--- src/rtl/nms_sequencer_unused_placeholder_none.sv ---
`timescale 1ns/1ps
`default_nettype none
`default_nettype wire

--- src/pkg/nms_pkg.sv ---
package nms_pkg;

    // datapath widths
    localparam int SUM_W = 72;
    localparam int HALF_W = 36;
    localparam int CNT_W = 7;
    localparam int ADDR_W = 3;

    // bit positions tested by the sequencer
    localparam int SUM_TEST_HI = 35;
    localparam int SUM_TEST_LO = 34;
    localparam int MPLR_SIGN = 35;

    // shift count presets and compare points
    localparam logic [CNT_W-1:0] CNT_ZERO = 7'h00;
    localparam logic [CNT_W-1:0] CNT_ONE = 7'h01;
    localparam logic [CNT_W-1:0] CNT_PRESET_36 = 7'h24;
    localparam logic [CNT_W-1:0] CNT_NORM_END = 7'h26;
    localparam logic [CNT_W-1:0] CNT_PRESET_71 = 7'h47;

    // register indices on the plain register port
    localparam logic [ADDR_W-1:0] REG_SUM_LO = 3'h0;
    localparam logic [ADDR_W-1:0] REG_SUM_HI = 3'h1;
    localparam logic [ADDR_W-1:0] REG_MULTIPLIER = 3'h2;
    localparam logic [ADDR_W-1:0] REG_MULTIPLICAND = 3'h3;
    localparam logic [ADDR_W-1:0] REG_COUNT = 3'h4;
    localparam logic [ADDR_W-1:0] REG_STATUS = 3'h5;

    // status register field positions
    localparam int STAT_FAULT = 0;
    localparam int STAT_NORM_ACT = 1;
    localparam int STAT_MUL_ACT = 2;
    localparam int STAT_SEQ_EXT = 3;
    localparam int STAT_RESTORE = 4;
    localparam int STAT_PEND_ADD = 5;
    localparam int STAT_PROD_STEP = 6;
    localparam int STAT_SECOND_PROBE = 7;
    localparam int STAT_BUSY = 8;
    localparam int STAT_FINAL_ADD = 9;

    // reset values
    localparam logic [SUM_W-1:0] SUM_RST = 72'h0;
    localparam logic [HALF_W-1:0] WORD_RST = 36'h0;
    localparam logic [CNT_W-1:0] CNT_RST = 7'h00;

    // sequencer states, gray coded in the order listed
    typedef enum logic [2:0] {
        NMS_IDLE = 3'h0,
        NMS_ROT = 3'h1,
        NMS_NORM = 3'h3,
        NMS_MSTEP = 3'h2,
        NMS_MADD = 3'h6,
        NMS_FINAL = 3'h7
    } nms_state_e;

endpackage

--- src/rtl/nms_sequencer.sv ---
// The placing of the registers and strobed register access were decided locally.
`timescale 1ns/1ps
`default_nettype none

module nms_sequencer (
    input wire logic core_clk,
    input wire logic arst_n,
    input wire logic [nms_pkg::ADDR_W-1:0] reg_addr,
    input wire logic [nms_pkg::HALF_W-1:0] reg_wdata,
    input wire logic reg_wr,
    input wire logic reg_rd,
    output logic [nms_pkg::HALF_W-1:0] reg_rdata,
    input wire logic start_rotate,
    input wire logic start_normalize,
    input wire logic start_multiply,
    input wire logic step_pulse,
    output logic sequence_done,
    output logic overflow_fault,
    output logic sequencer_busy,
    output logic normalize_active,
    output logic multiply_active
);

    // rotate a sum-width word left by one place
    function automatic logic [nms_pkg::SUM_W-1:0] rot_sum(input logic [nms_pkg::SUM_W-1:0] v);
        rot_sum = {v[nms_pkg::SUM_W-2:0], v[nms_pkg::SUM_W-1]};
    endfunction

    // rotate a half-width word left by one place
    function automatic logic [nms_pkg::HALF_W-1:0] rot_half(input logic [nms_pkg::HALF_W-1:0] v);
        rot_half = {v[nms_pkg::HALF_W-2:0], v[nms_pkg::HALF_W-1]};
    endfunction

    logic rst_meta_r;
    logic rst_sync_r;
    nms_pkg::nms_state_e state_r;
    nms_pkg::nms_state_e state_nxt;
    logic [nms_pkg::SUM_W-1:0] sum_r;
    logic [nms_pkg::SUM_W-1:0] sum_nxt;
    logic [nms_pkg::HALF_W-1:0] mplr_r;
    logic [nms_pkg::HALF_W-1:0] mplr_nxt;
    logic [nms_pkg::HALF_W-1:0] mcand_r;
    logic [nms_pkg::HALF_W-1:0] mcand_nxt;
    logic [nms_pkg::CNT_W-1:0] count_r;
    logic [nms_pkg::CNT_W-1:0] count_nxt;
    logic norm_act_r;
    logic norm_act_nxt;
    logic mul_act_r;
    logic mul_act_nxt;
    logic seq_ext_r;
    logic seq_ext_nxt;
    logic restore_r;
    logic restore_nxt;
    logic pend_add_r;
    logic pend_add_nxt;
    logic prod_step_r;
    logic prod_step_nxt;
    logic second_probe_r;
    logic second_probe_nxt;
    logic final_add_r;
    logic final_add_nxt;
    logic fault_r;
    logic fault_nxt;
    logic done_r;
    logic done_nxt;
    logic [nms_pkg::HALF_W-1:0] rdata_r;
    logic [nms_pkg::HALF_W-1:0] rdata_nxt;

    // reset release through two flip-flops
    always_ff @(posedge core_clk or negedge arst_n)
    begin
        if (!arst_n)
        begin
            rst_meta_r <= 1'b0;
            rst_sync_r <= 1'b0;
        end
        else
        begin
            rst_meta_r <= 1'b1;
            rst_sync_r <= rst_meta_r;
        end
    end

    wire idle = (state_r == nms_pkg::NMS_IDLE);
    wire any_start = start_rotate | start_normalize | start_multiply;
    wire bus_wr_ok = reg_wr & idle & ~any_start;
    wire fault_clr = reg_wr & (reg_addr == nms_pkg::REG_STATUS) & reg_wdata[nms_pkg::STAT_FAULT];
    wire count_zero = (count_r == nms_pkg::CNT_ZERO);
    wire count_one = (count_r == nms_pkg::CNT_ONE);
    wire count_dec_zero_safe = ~count_zero;
    wire [nms_pkg::CNT_W-1:0] count_dec = count_r - nms_pkg::CNT_ONE;
    wire norm_bits_equal = (sum_r[nms_pkg::SUM_TEST_HI] == sum_r[nms_pkg::SUM_TEST_LO]);
    wire mplr_sign = mplr_r[nms_pkg::MPLR_SIGN];
    wire [nms_pkg::SUM_W-1:0] mcand_ext = {{nms_pkg::HALF_W{mcand_r[nms_pkg::HALF_W-1]}}, mcand_r};
    wire [nms_pkg::SUM_W-1:0] sum_plus_mcand;

    // one's complement sum plus the sign-extended multiplicand
    nms_ones_adder #(
        .WIDTH(nms_pkg::SUM_W)
    ) u_adder (
        .addend_a(sum_r),
        .addend_b(mcand_ext),
        .total(sum_plus_mcand)
    );

    // status word built from the live flags
    wire [nms_pkg::HALF_W-1:0] status_word = {
        26'h0000000,
        final_add_r,
        ~idle,
        second_probe_r,
        prod_step_r,
        pend_add_r,
        restore_r,
        seq_ext_r,
        mul_act_r,
        norm_act_r,
        fault_r
    };

    // read data selection, zero for unmapped indices
    assign rdata_nxt = !reg_rd ? rdata_r :
        (reg_addr == nms_pkg::REG_SUM_LO) ? sum_r[nms_pkg::HALF_W-1:0] :
        (reg_addr == nms_pkg::REG_SUM_HI) ? sum_r[nms_pkg::SUM_W-1:nms_pkg::HALF_W] :
        (reg_addr == nms_pkg::REG_MULTIPLIER) ? mplr_r :
        (reg_addr == nms_pkg::REG_MULTIPLICAND) ? mcand_r :
        (reg_addr == nms_pkg::REG_COUNT) ? {29'h00000000, count_r} :
        (reg_addr == nms_pkg::REG_STATUS) ? status_word :
        36'h000000000;

    // sequencer next-state logic
    always_comb
    begin
        state_nxt = state_r;
        sum_nxt = sum_r;
        mplr_nxt = mplr_r;
        mcand_nxt = mcand_r;
        count_nxt = count_r;
        norm_act_nxt = norm_act_r;
        mul_act_nxt = mul_act_r;
        seq_ext_nxt = seq_ext_r;
        restore_nxt = restore_r;
        pend_add_nxt = pend_add_r;
        prod_step_nxt = prod_step_r;
        second_probe_nxt = second_probe_r;
        final_add_nxt = final_add_r;
        fault_nxt = fault_r;
        done_nxt = 1'b0;
        // software loads operands only while idle
        if (bus_wr_ok)
        begin
            case (reg_addr)
                nms_pkg::REG_SUM_LO: sum_nxt[nms_pkg::HALF_W-1:0] = reg_wdata;
                nms_pkg::REG_SUM_HI: sum_nxt[nms_pkg::SUM_W-1:nms_pkg::HALF_W] = reg_wdata;
                nms_pkg::REG_MULTIPLIER: mplr_nxt = reg_wdata;
                nms_pkg::REG_MULTIPLICAND: mcand_nxt = reg_wdata;
                nms_pkg::REG_COUNT: count_nxt = reg_wdata[nms_pkg::CNT_W-1:0];
                default: count_nxt = count_nxt;
            endcase
        end
        if (fault_clr)
            fault_nxt = 1'b0;
        case (state_r)
            nms_pkg::NMS_IDLE:
            begin
                if (start_rotate)
                begin
                    // zero count finishes without shifting
                    if (count_zero)
                        done_nxt = 1'b1;
                    else
                        state_nxt = nms_pkg::NMS_ROT;
                end
                else if (start_normalize)
                begin
                    count_nxt = nms_pkg::CNT_PRESET_36;
                    norm_act_nxt = 1'b1;
                    state_nxt = nms_pkg::NMS_NORM;
                end
                else if (start_multiply)
                begin
                    if (!norm_bits_equal)
                    begin
                        // danger of overflow: stop, set wins over a clear
                        fault_nxt = 1'b1;
                    end
                    else
                    begin
                        seq_ext_nxt = 1'b1;
                        count_nxt = nms_pkg::CNT_PRESET_36;
                        mul_act_nxt = 1'b1;
                        if (mplr_sign)
                        begin
                            // initial correction subtracts the multiplicand
                            mcand_nxt = ~mcand_r;
                            restore_nxt = 1'b1;
                            pend_add_nxt = 1'b1;
                            state_nxt = nms_pkg::NMS_MADD;
                        end
                        else
                        begin
                            prod_step_nxt = 1'b1;
                            state_nxt = nms_pkg::NMS_MSTEP;
                        end
                    end
                end
            end
            nms_pkg::NMS_ROT:
            begin
                // circular shift of the sum by the loaded count
                if (step_pulse)
                begin
                    sum_nxt = rot_sum(sum_r);
                    count_nxt = count_dec;
                    if (count_one)
                    begin
                        done_nxt = 1'b1;
                        state_nxt = nms_pkg::NMS_IDLE;
                    end
                end
            end
            nms_pkg::NMS_NORM:
            begin
                if (step_pulse && norm_act_r)
                begin
                    if (norm_bits_equal)
                    begin
                        sum_nxt = rot_sum(sum_r);
                        if (count_dec_zero_safe)
                            count_nxt = count_dec;
                        else
                            count_nxt = nms_pkg::CNT_PRESET_71;
                        if (count_r == nms_pkg::CNT_NORM_END)
                        begin
                            // 71st shift leaves 37: all zeros or all ones
                            norm_act_nxt = 1'b0;
                            done_nxt = 1'b1;
                            state_nxt = nms_pkg::NMS_IDLE;
                        end
                    end
                    else
                    begin
                        // count now tells shifts needed to restore the word
                        norm_act_nxt = 1'b0;
                        done_nxt = 1'b1;
                        state_nxt = nms_pkg::NMS_IDLE;
                    end
                end
            end
            nms_pkg::NMS_MSTEP:
            begin
                if (step_pulse && mul_act_r && prod_step_r)
                begin
                    // rotating both 36 times leaves the multiplier unchanged
                    sum_nxt = rot_sum(sum_r);
                    mplr_nxt = rot_half(mplr_r);
                    count_nxt = count_dec;
                    if (count_one)
                    begin
                        seq_ext_nxt = 1'b0;
                        prod_step_nxt = 1'b0;
                        if (mplr_sign)
                        begin
                            pend_add_nxt = 1'b1;
                            state_nxt = nms_pkg::NMS_MADD;
                        end
                        else
                        begin
                            second_probe_nxt = 1'b1;
                            state_nxt = nms_pkg::NMS_FINAL;
                        end
                    end
                    else if (mplr_sign)
                    begin
                        prod_step_nxt = 1'b0;
                        pend_add_nxt = 1'b1;
                        state_nxt = nms_pkg::NMS_MADD;
                    end
                end
            end
            nms_pkg::NMS_MADD:
            begin
                if (step_pulse && pend_add_r)
                begin
                    sum_nxt = sum_plus_mcand;
                    pend_add_nxt = 1'b0;
                    if (restore_r)
                    begin
                        // undo the complement made for the subtraction
                        mcand_nxt = ~mcand_r;
                        restore_nxt = 1'b0;
                    end
                    if (final_add_r)
                    begin
                        final_add_nxt = 1'b0;
                        done_nxt = 1'b1;
                        state_nxt = nms_pkg::NMS_IDLE;
                    end
                    else if (!count_zero)
                    begin
                        prod_step_nxt = 1'b1;
                        state_nxt = nms_pkg::NMS_MSTEP;
                    end
                    else
                        state_nxt = nms_pkg::NMS_FINAL;
                end
            end
            nms_pkg::NMS_FINAL:
            begin
                if (step_pulse && mul_act_r)
                begin
                    second_probe_nxt = 1'b0;
                    mul_act_nxt = 1'b0;
                    seq_ext_nxt = 1'b0;
                    if (mplr_sign)
                    begin
                        pend_add_nxt = 1'b1;
                        final_add_nxt = 1'b1;
                        state_nxt = nms_pkg::NMS_MADD;
                    end
                    else
                    begin
                        done_nxt = 1'b1;
                        state_nxt = nms_pkg::NMS_IDLE;
                    end
                end
            end
            default:
                state_nxt = nms_pkg::NMS_IDLE;
        endcase
    end

    // state and flag registers, cleared by reset
    always_ff @(posedge core_clk or negedge rst_sync_r)
    begin
        if (!rst_sync_r)
        begin
            state_r <= nms_pkg::NMS_IDLE;
            norm_act_r <= 1'b0;
            mul_act_r <= 1'b0;
            seq_ext_r <= 1'b0;
            restore_r <= 1'b0;
            pend_add_r <= 1'b0;
            prod_step_r <= 1'b0;
            second_probe_r <= 1'b0;
            final_add_r <= 1'b0;
            fault_r <= 1'b0;
            done_r <= 1'b0;
        end
        else
        begin
            state_r <= state_nxt;
            norm_act_r <= norm_act_nxt;
            mul_act_r <= mul_act_nxt;
            seq_ext_r <= seq_ext_nxt;
            restore_r <= restore_nxt;
            pend_add_r <= pend_add_nxt;
            prod_step_r <= prod_step_nxt;
            second_probe_r <= second_probe_nxt;
            final_add_r <= final_add_nxt;
            fault_r <= fault_nxt;
            done_r <= done_nxt;
        end
    end

    // datapath registers and read data
    always_ff @(posedge core_clk or negedge rst_sync_r)
    begin
        if (!rst_sync_r)
        begin
            sum_r <= nms_pkg::SUM_RST;
            mplr_r <= nms_pkg::WORD_RST;
            mcand_r <= nms_pkg::WORD_RST;
            count_r <= nms_pkg::CNT_RST;
            rdata_r <= nms_pkg::WORD_RST;
        end
        else
        begin
            sum_r <= sum_nxt;
            mplr_r <= mplr_nxt;
            mcand_r <= mcand_nxt;
            count_r <= count_nxt;
            rdata_r <= rdata_nxt;
        end
    end

    // busy flag registered alongside the state
    logic busy_r;
    always_ff @(posedge core_clk or negedge rst_sync_r)
    begin
        if (!rst_sync_r)
            busy_r <= 1'b0;
        else
            busy_r <= (state_nxt != nms_pkg::NMS_IDLE);
    end

    // outputs straight from flip-flops
    assign reg_rdata = rdata_r;
    assign sequence_done = done_r;
    assign overflow_fault = fault_r;
    assign sequencer_busy = busy_r;
    assign normalize_active = norm_act_r;
    assign multiply_active = mul_act_r;

endmodule

`default_nettype wire

--- src/rtl/nms_ones_adder.sv ---
`timescale 1ns/1ps
`default_nettype none

// one's complement adder with end-around carry
module nms_ones_adder #(
    parameter int WIDTH = 72
) (
    input wire logic [WIDTH-1:0] addend_a,
    input wire logic [WIDTH-1:0] addend_b,
    output logic [WIDTH-1:0] total
);

    logic [WIDTH:0] raw_sum;
    logic [WIDTH:0] wrapped;

    // carry out of the top is fed back into the bottom
    assign raw_sum = {1'b0, addend_a} + {1'b0, addend_b};
    assign wrapped = {1'b0, raw_sum[WIDTH-1:0]} + {{WIDTH{1'b0}}, raw_sum[WIDTH]};
    assign total = wrapped[WIDTH-1:0];

endmodule

`default_nettype wire

--- config.mk ---
export PLATFORM = sky130hd
export DESIGN_NAME = nms_sequencer
export DESIGN_NICKNAME = d
export VERILOG_FILES = /design/src/rtl/nms_sequencer_unused_placeholder_none.sv /design/src/pkg/nms_pkg.sv /design/src/rtl/nms_sequencer.sv /design/src/rtl/nms_ones_adder.sv
export SDC_FILE = /design/constraint.sdc
export NUM_CORES = 1
export LEC_CHECK = 0
export ABC_CLOCK_PERIOD_IN_PS = 5700
export BUFFER_PORTS_ARGS = -buffer_cell sky130_fd_sc_hd__buf_2
export CORE_MARGIN = 4
export CORE_UTILIZATION = 57
export CTS_CLUSTER_DIAMETER = 100
export DETAILED_ROUTE_END_ITERATION = 8
export PLACE_DENSITY = 0.78
export RECOVER_POWER = 50
export SKIP_LAST_GASP = 1
export SYNTH_ARGS = -nofsm -noshare
export SYNTH_HDL_FRONTEND = slang
export SYNTH_HIERARCHICAL = 1
export SYNTH_SLANG_ARGS = --single-unit
--- constraint.sdc ---
create_clock -name core_clk -period 5.7 [get_ports core_clk]
set_input_delay 0.285 -clock core_clk [delete_from_list [all_inputs] [get_ports core_clk]]
set_output_delay 0.285 -clock core_clk [all_outputs]
set_load 0.03 [all_outputs]
==> results of run 1 <==
==> through the flow <==
step	cell area [um^2]	setup slack [ns]	setup TNS [ns]	util
2_1_floorplan	18100	0.00131	0	-
3_3_place_gp	19900	-0.0174	-0.0174	0.645
3_5_place_dp	19900	-0.154	-1.19	0.645
4_1_cts	21300	-0.0450	-0.0820	0.690
5_1_grt	21500	-0.315	-6.13	0.696
6_report	21500	-0.148	-1.40	0.696
==> report_power, final <==
part	total [uW]	internal, uW	switching, uW
Sequential	2530	1910	624
Clock	1770	1070	702
Combinational	8010	3150	4860
==> cells in the mapped netlist (39+ instances only) <==
| library cell | number |
|---|---|
| a21oi_1 | 117 |
| a22oi_1 | 82 |
| clkbuf_1 | 74 |
| dfrtp_1 | 203 |
| ha_1 | 78 |
| inv_1 | 87 |
| mux2i_1 | 124 |
| nand2_1 | 163 |
| nand3_1 | 51 |
| nand4_1 | 46 |
| nor2_1 | 190 |
| nor3_1 | 39 |
| o21ai_0 | 172 |
| xnor2_1 | 79 |
| xor2_1 | 40 |
==> cell type report <==
class / count / area (um^2) / area share
multi-input combinational: 1695 / 12500 / 0.580
sequential: 203 / 5080 / 0.236
timing repair buffer: 323 / 2230 / 0.104
clock buffer: 33 / 716 / 0.0333
tap: 396 / 495 / 0.0230
inverter: 87 / 327 / 0.0152
clock inverter: 12 / 190 / 0.00884
==> registers in the layout (all words and copies together), names as in the netlist, 3 cells and up <==
| register | cells |
|---|---|
| sum_r | 72 |
| mcand_r | 36 |
| mplr_r | 36 |
| reg_rdata | 36 |
| count_r | 7 |
| state_r | 3 |
==> routing by layer <==
| metal | vias up | part of all wire | GRT usage |
|---|---|---|---|
| met5 | - | 0 | 0 |
| met4 | 0 | 0.051 | 0.165 |
| met3 | 222 | 0.11 | 0.0950 |
| met2 | 1358 | 0.44 | 0.652 |
| met1 | 9278 | 0.39 | 0.552 |
| li1 | 8334 | - | - |
==> cells by family after synthesis <==
family | count (synthesis) | synth area share
AOI/OAI and AO/OA | 673 | 0.256
xor gates and xnor gates | 120 | 0.0586
adders and majority gates | 79 | 0.0551
buffers and inverters | 223 | 0.0542
DFF | 203 | 0.281
muxes | 159 | 0.106
other | 1 | 0.000208
and+or+nand+nor | 663 | 0.189
==> how the worst max path moves through the flow <==
stage                                     start                   to  cells after the start
after floorplan           mcand_r[35]$_DFF_PN0_  sum_r[70]$_DFF_PN0_                     27
after detailed placement  mcand_r[13]$_DFF_PN0_  sum_r[56]$_DFF_PN0_                     26
after global placement    mcand_r[35]$_DFF_PN0_  sum_r[56]$_DFF_PN0_                     27
after CTS                 mcand_r[35]$_DFF_PN0_  sum_r[70]$_DFF_PN0_                     28
final                     mcand_r[35]$_DFF_PN0_  sum_r[51]$_DFF_PN0_                     30
after global routing      mcand_r[35]$_DFF_PN0_  sum_r[51]$_DFF_PN0_                     30
==> worst min-delay path: stages <==
cell and delay [ns]:
buf_2 0.13, nor2_1 0.10, a211oi_1 0.05
==> repair_timing <==
action / CTS / global route
buffers inserted: 19 / 11
setup endpoints to repair: 27 / 46
pin swaps: 27 / 25
gates resized for setup: 48 / 48
hold buffers: 1 / 0
hold endpoints to repair: 2 / 0
cloned: 1 / 0
==> results.md, run 1 <==
- Drt wl/cell: 26.7 um
- Final Hold Viols: 0
- Largest net degree at the start of global routing: 123
- CTS tree: yes
- Post-synth top area cell: dfrtp_1
- Total buffers and inverters traversed by the critical path: 7
- Worst Skew: 0.0124 ns
- # fillers: 2,452
- HP Class: in2reg
- Worst Path Required: 6.11 ns
- Htree depth: 1
- Max-cap violation count: 3
- Total gr overflow: 0
- Power Density: 573 nW/um^2
- Die Footprint: 34,600 um^2
- Nets@finish: 2,461
- Most common cell after layout, fill and taps aside: buf_4
- Cells after DPL: 2,672
- Max clock buf depth: 3
- Synth Register Bits: 203
- Fmax: 171 MHz
- Netlist cell types: 110
- Crit path max-delay family: simple AND/OR/NAND/NOR gates
- Initial antenna violation count: 1
- Most frequent CP cell: buf_4
- CP max FO: 4
- Core region area: 30,900 um^2
- Number of buffers created by CTS: 25
- Max incr delay on CP: 0.50 ns
- Worst-case reg-to-reg path depth: 30
- Syn nets: 2,247
- Clk root buf: clkbuf_16
- Share of layout cells above drive strength 1: 0.216
- DP HPWL: 54,500 um
- Tot GR Track Use: 0.413
- Antenna Violating Nets Remaining: 0
- Avg Inst Size Synth: 8.52 um^2
- Maximum vdd ir drop: 0.000472 V
- FFs w/ async S/R, synth: 1.00
- RSZ-0062 raised after global routing: true
- Slew @ Worst Pin: 3.60 ns
- CP max stage cell: dfrtp_4
- Via count: 19,200
- # IOs: 88
- Failing checks: capacitance limit, slew limit, setup timing
- Cells after Synth: 2,121
- Cell area after synthesis: 18,100 um^2
- Fin crit period: 5.85 ns
- DRT Pass-1 Iters: 5
- Setup Viol. Count Final: 20
- Clock sink total: 203
- Share of the synthesized area in the top cell type: 0.281
- Period Utilization, post-route: 1.03
- Final Max Tran Viols: 253
- WS Path Type: reg2reg
- Setup WS post-layout: -0.148 ns
- Detailed Route WL: 73,400 um
- Area grow syn2layout: 19.1%
- Remaining DRCs: 0
- Outcome: finished with violations
- Worst Hold Launch: reg_wdata[35]
- Most common flop cell mapped by yosys: dfrtp_1
- R2r endpoint: sum_r[51]$_DFF_PN0_
- Synth area leaders: dfrtp_1 (28%), mux2i_1 (6.9%), ha_1 (5.4%)
- Std cell rows: 64
- Die Height: 186 um
- Reg-to-reg setup timing slack: -0.15 ns
- Skew-Pair Late Insertion Delay: 0.56 ns
- Non-Filler Instances: 2,749
- EDFF count, synth: 0
- CP Launch Type: flip-flop
- Worst r2r src: mcand_r[35]$_DFF_PN0_
- WHS: 0.0531 ns
- Most frequent cells in the layout: buf_4 (223), dfrtp_1 (202), nor2_1 (186), nand2_1 (157), o21ai_0 (153)
- First-pass GRT wire length: 110,000 um
- Worst setup EP type: flip-flop
- Hold Path Stages: 3
- Starting density of the core: 0.584
- RePlAce Congestion: 1.07
- Die width: 186 um
- DRT iter0 DRCs: 2,661
- Seq/Total Area, Yosys: 0.281
- Clock transition at path regs: 0.06 ns
- Vias in the first global route: 18,200
- Total power: 12,300 uW
- Leak Pwr: 0.00909 uW
- Port-buffer cells: 87
- Worst Hold End: mcand_r[35]$_DFF_PN0_
- Ant diodes: 0
- Slew HR: -1.40
- Vias per cell: 6.98
- Worst path arrival time: 6.26 ns
- Yosys warns: 6
No activity file was read; power rests on OpenSTA's default activity.
==> run 2: changes to the inputs <==
--- a/config.mk
+++ b/config.mk
@@ -9,12 +9,11 @@
 export BUFFER_PORTS_ARGS = -buffer_cell sky130_fd_sc_hd__buf_2
 export CORE_MARGIN = 4
 export CORE_UTILIZATION = 57
-export CTS_CLUSTER_DIAMETER = 100
+export CTS_CLUSTER_DIAMETER = 60
 export DETAILED_ROUTE_END_ITERATION = 8
 export PLACE_DENSITY = 0.78
 export RECOVER_POWER = 50
 export SKIP_LAST_GASP = 1
 export SYNTH_ARGS = -nofsm -noshare
 export SYNTH_HDL_FRONTEND = slang
-export SYNTH_HIERARCHICAL = 1
 export SYNTH_SLANG_ARGS = --single-unit
==> run 2 against run 1 <==
Net effect:
- the flow still finishes with violations (capacitance limit, slew limit, setup timing)
- non-clock buffer count is 133 higher
- synthesized cell count increased by 5.1%
- global-route usage rose by 3.8 points
==> results.md, run 2 <==
- EDFF count, synth: 0
- Final core utilization: 0.739
- Cells after DPL: 2,906
- Worst setup EP type: flip-flop
- Most common flop cell mapped by yosys: dfrtp_1
- Max incr delay on CP: 0.56 ns
- CP Launch Type: flip-flop
- Fmax: 155 MHz
- Share of the synthesized area in the top cell type: 0.281
- Vias per cell: 6.94
- Count leader, synth: nand2_1
- Setup_tns: -20.52 ns
- Area grow syn2layout: 26.4%
- Total power: 9700 uW
- CP max stage cell: or4_4
- HP Class: in2reg
- Max reg flops: 72
- Worst path arrival time: 6.89 ns
- Clock sink total: 203
- Starting density of the core: 0.585
- Cells after Synth: 2,229
- Fin crit period: 6.44 ns
- CTS tree: yes
- RSZ-0062 raised after global routing: true
- Share of layout cells above drive strength 1: 0.251
- Outcome: finished with violations
- Die Footprint: 34,600 um^2
- Reg-to-reg setup timing slack: -0.74 ns
- Worst Skew: 0.0366 ns
- Remaining DRCs: 0
- Maximum vdd ir drop: 0.000304 V
- Clk root buf: clkbuf_16
- # IOs: 88
- Synth area leaders: dfrtp_1 (28%), nand2_1 (6.7%), mux2i_1 (5.4%)
- Antenna Violating Nets Remaining: 0
- Total gr overflow: 0
- Std cell rows: 64
- Clock transition at path regs: 0.06 ns
- Tot GR Track Use: 0.451
- Drt wl/cell: 26.6 um
- Non-Filler Instances: 2,997
- CP max FO: 3
- Via count: 20,800
- FFs w/ async S/R, synth: 1.00
- Netlist cell types: 104
- Yosys warns: 0
- Synth cell count leaders: nand2_1 (324), dfrtp_1 (203), a21oi_1 (174), nor2_1 (150), o21ai_0 (146)
- DRT iter0 DRCs: 3,081
- Setup WS post-layout: -0.735 ns
- Die Height: 186 um
- Setup Viol. Count Final: 48
- Die width: 186 um
- WHS: 0.0337 ns
- Post-synth top area cell: dfrtp_1
- Most frequent cells in the layout: buf_4 (349), nand2_1 (320), dfrtp_1 (202), a21oi_1 (174), nor2_1 (139)
- Syn nets: 2,354
- Skew-Pair Late Insertion Delay: 0.58 ns
- Number of buffers created by CTS: 28
- Period Utilization, post-route: 1.13
- Final Hold Viols: 0
- Htree depth: 1
- Largest net degree at the start of global routing: 157
- Synth Register Bits: 203
- Port-buffer cells: 87
- Failing checks: capacitance limit, slew limit, setup timing
- Seq/Total Area, Yosys: 0.281
- Avg Inst Size Synth: 8.11 um^2
- Slew @ Worst Pin: 3.28 ns
- Worst Path Required: 6.15 ns
- Most frequent CP cell: buf_4
- Max clock buf depth: 3
- Most flops, register: sum_r
- DP HPWL: 59,700 um
- DRT Pass-1 Iters: 9
- Initial antenna violation count: 3
- Power Density: 424 nW/um^2
- Detailed Route WL: 79,800 um
- RePlAce Congestion: 1.06
- Cell area after synthesis: 18,100 um^2
- Core region area: 30,900 um^2
- Slew HR: -1.19
- First-pass GRT wire length: 120,000 um
- Leak Pwr: 0.0105 uW
- Nets@finish: 2,704
- WS Path Type: reg2reg
- Vias in the first global route: 19,800
- Final Max Tran Viols: 248
- Max-cap violation count: 3
- Most common cell after layout, fill and taps aside: buf_4
-- run 2: timing repair --
item,CTS,global route
buffers inserted,32,8
hold endpoints to repair,3,0
setup endpoints to repair,44,53
gates resized for setup,71,23
hold buffers,2,0
pin swaps,35,23
-- run 2: power by group --
group | switching (uW) | internal (uW)
registers | 543 | 1870
logic | 3330 | 2180
clock network | 743 | 1020
total | 4620 | 5080
-- run 2: metrics by stage --
stage	worst slack [ns]	instance area, um^2
after floorplan	-0.214	18300
after global placement	-0.441	21200
after detailed placement	-0.561	21200
after CTS	-0.426	22800
after global routing	-0.822	22900
final	-0.735	22900
-- run 2: worst max-delay path: cells and delay by family, from the launching register on --
family	cells	cell delay, ns
buffers and inverters	19	2.41
xor gates and xnor gates	1	0.17
DFF	1	0.42
AOI/OAI and AO/OA	8	1.74
and+or+nand+nor	4	1.03
adders and majority gates	2	0.50
-- run 2: layer usage --
| metal | track usage | routed length (um) | vias to the layer above |
|---|---|---|---|
| met2 | 0.692 | 34600 | 1556 |
| met5 | 0 | 29 | - |
| met1 | 0.613 | 30800 | 9917 |
| met4 | 0.182 | 4360 | 4 |
| li1 | - | - | 8980 |
| met3 | 0.115 | 9990 | 337 |
-- run 2: cells by family after synthesis --
| family | Yosys count | share of synthesized area |
|---|---|---|
| other | 1 | 0.000207 |
| multiplexers | 129 | 0.0911 |
| AND/OR/NAND/NOR | 803 | 0.218 |
| AO/OA/AOI/OAI | 673 | 0.251 |
| XOR/XNOR | 106 | 0.0526 |
| buffers and inverters | 236 | 0.0514 |
| adder cells (fa/ha/maj) | 78 | 0.0544 |
| flip-flops | 203 | 0.281 |
-- run 2: cell type report --
| class | instances | area [um^2] |
|---|---|---|
| Antenna cell | 1 | 2.50 |
| Clock buffer | 37 | 774 |
| Clock inverter | 14 | 164 |
| Fill cell | 2294 | 8050 |
| Inverter | 100 | 375 |
| Multi-Input combinational cell | 1790 | 12700 |
| Sequential cell | 203 | 5080 |
| Tap cell | 396 | 495 |
| Timing Repair Buffer | 456 | 3240 |
-- run 2: path summary, 6_finish.rpt --
path | start | end | depth (start not counted)
setup / recovery | mcand_r[21]$_DFF_PN0_ | sum_r[3]$_DFF_PN0_ | 34
hold / removal | reg_wdata[29] | mcand_r[29]$_DFF_PN0_ | 2
setup reg to reg | mcand_r[21]$_DFF_PN0_ | sum_r[3]$_DFF_PN0_ | 34
hold reg to reg | rst_meta_r$_DFF_PN0_ | rst_sync_r$_DFF_PN0_ | 0
max in group asynchronous | rst_sync_r$_DFF_PN0_ | sum_r[56]$_DFF_PN0_ | 1
min in group asynchronous | arst_n | rst_meta_r$_DFF_PN0_ | 2
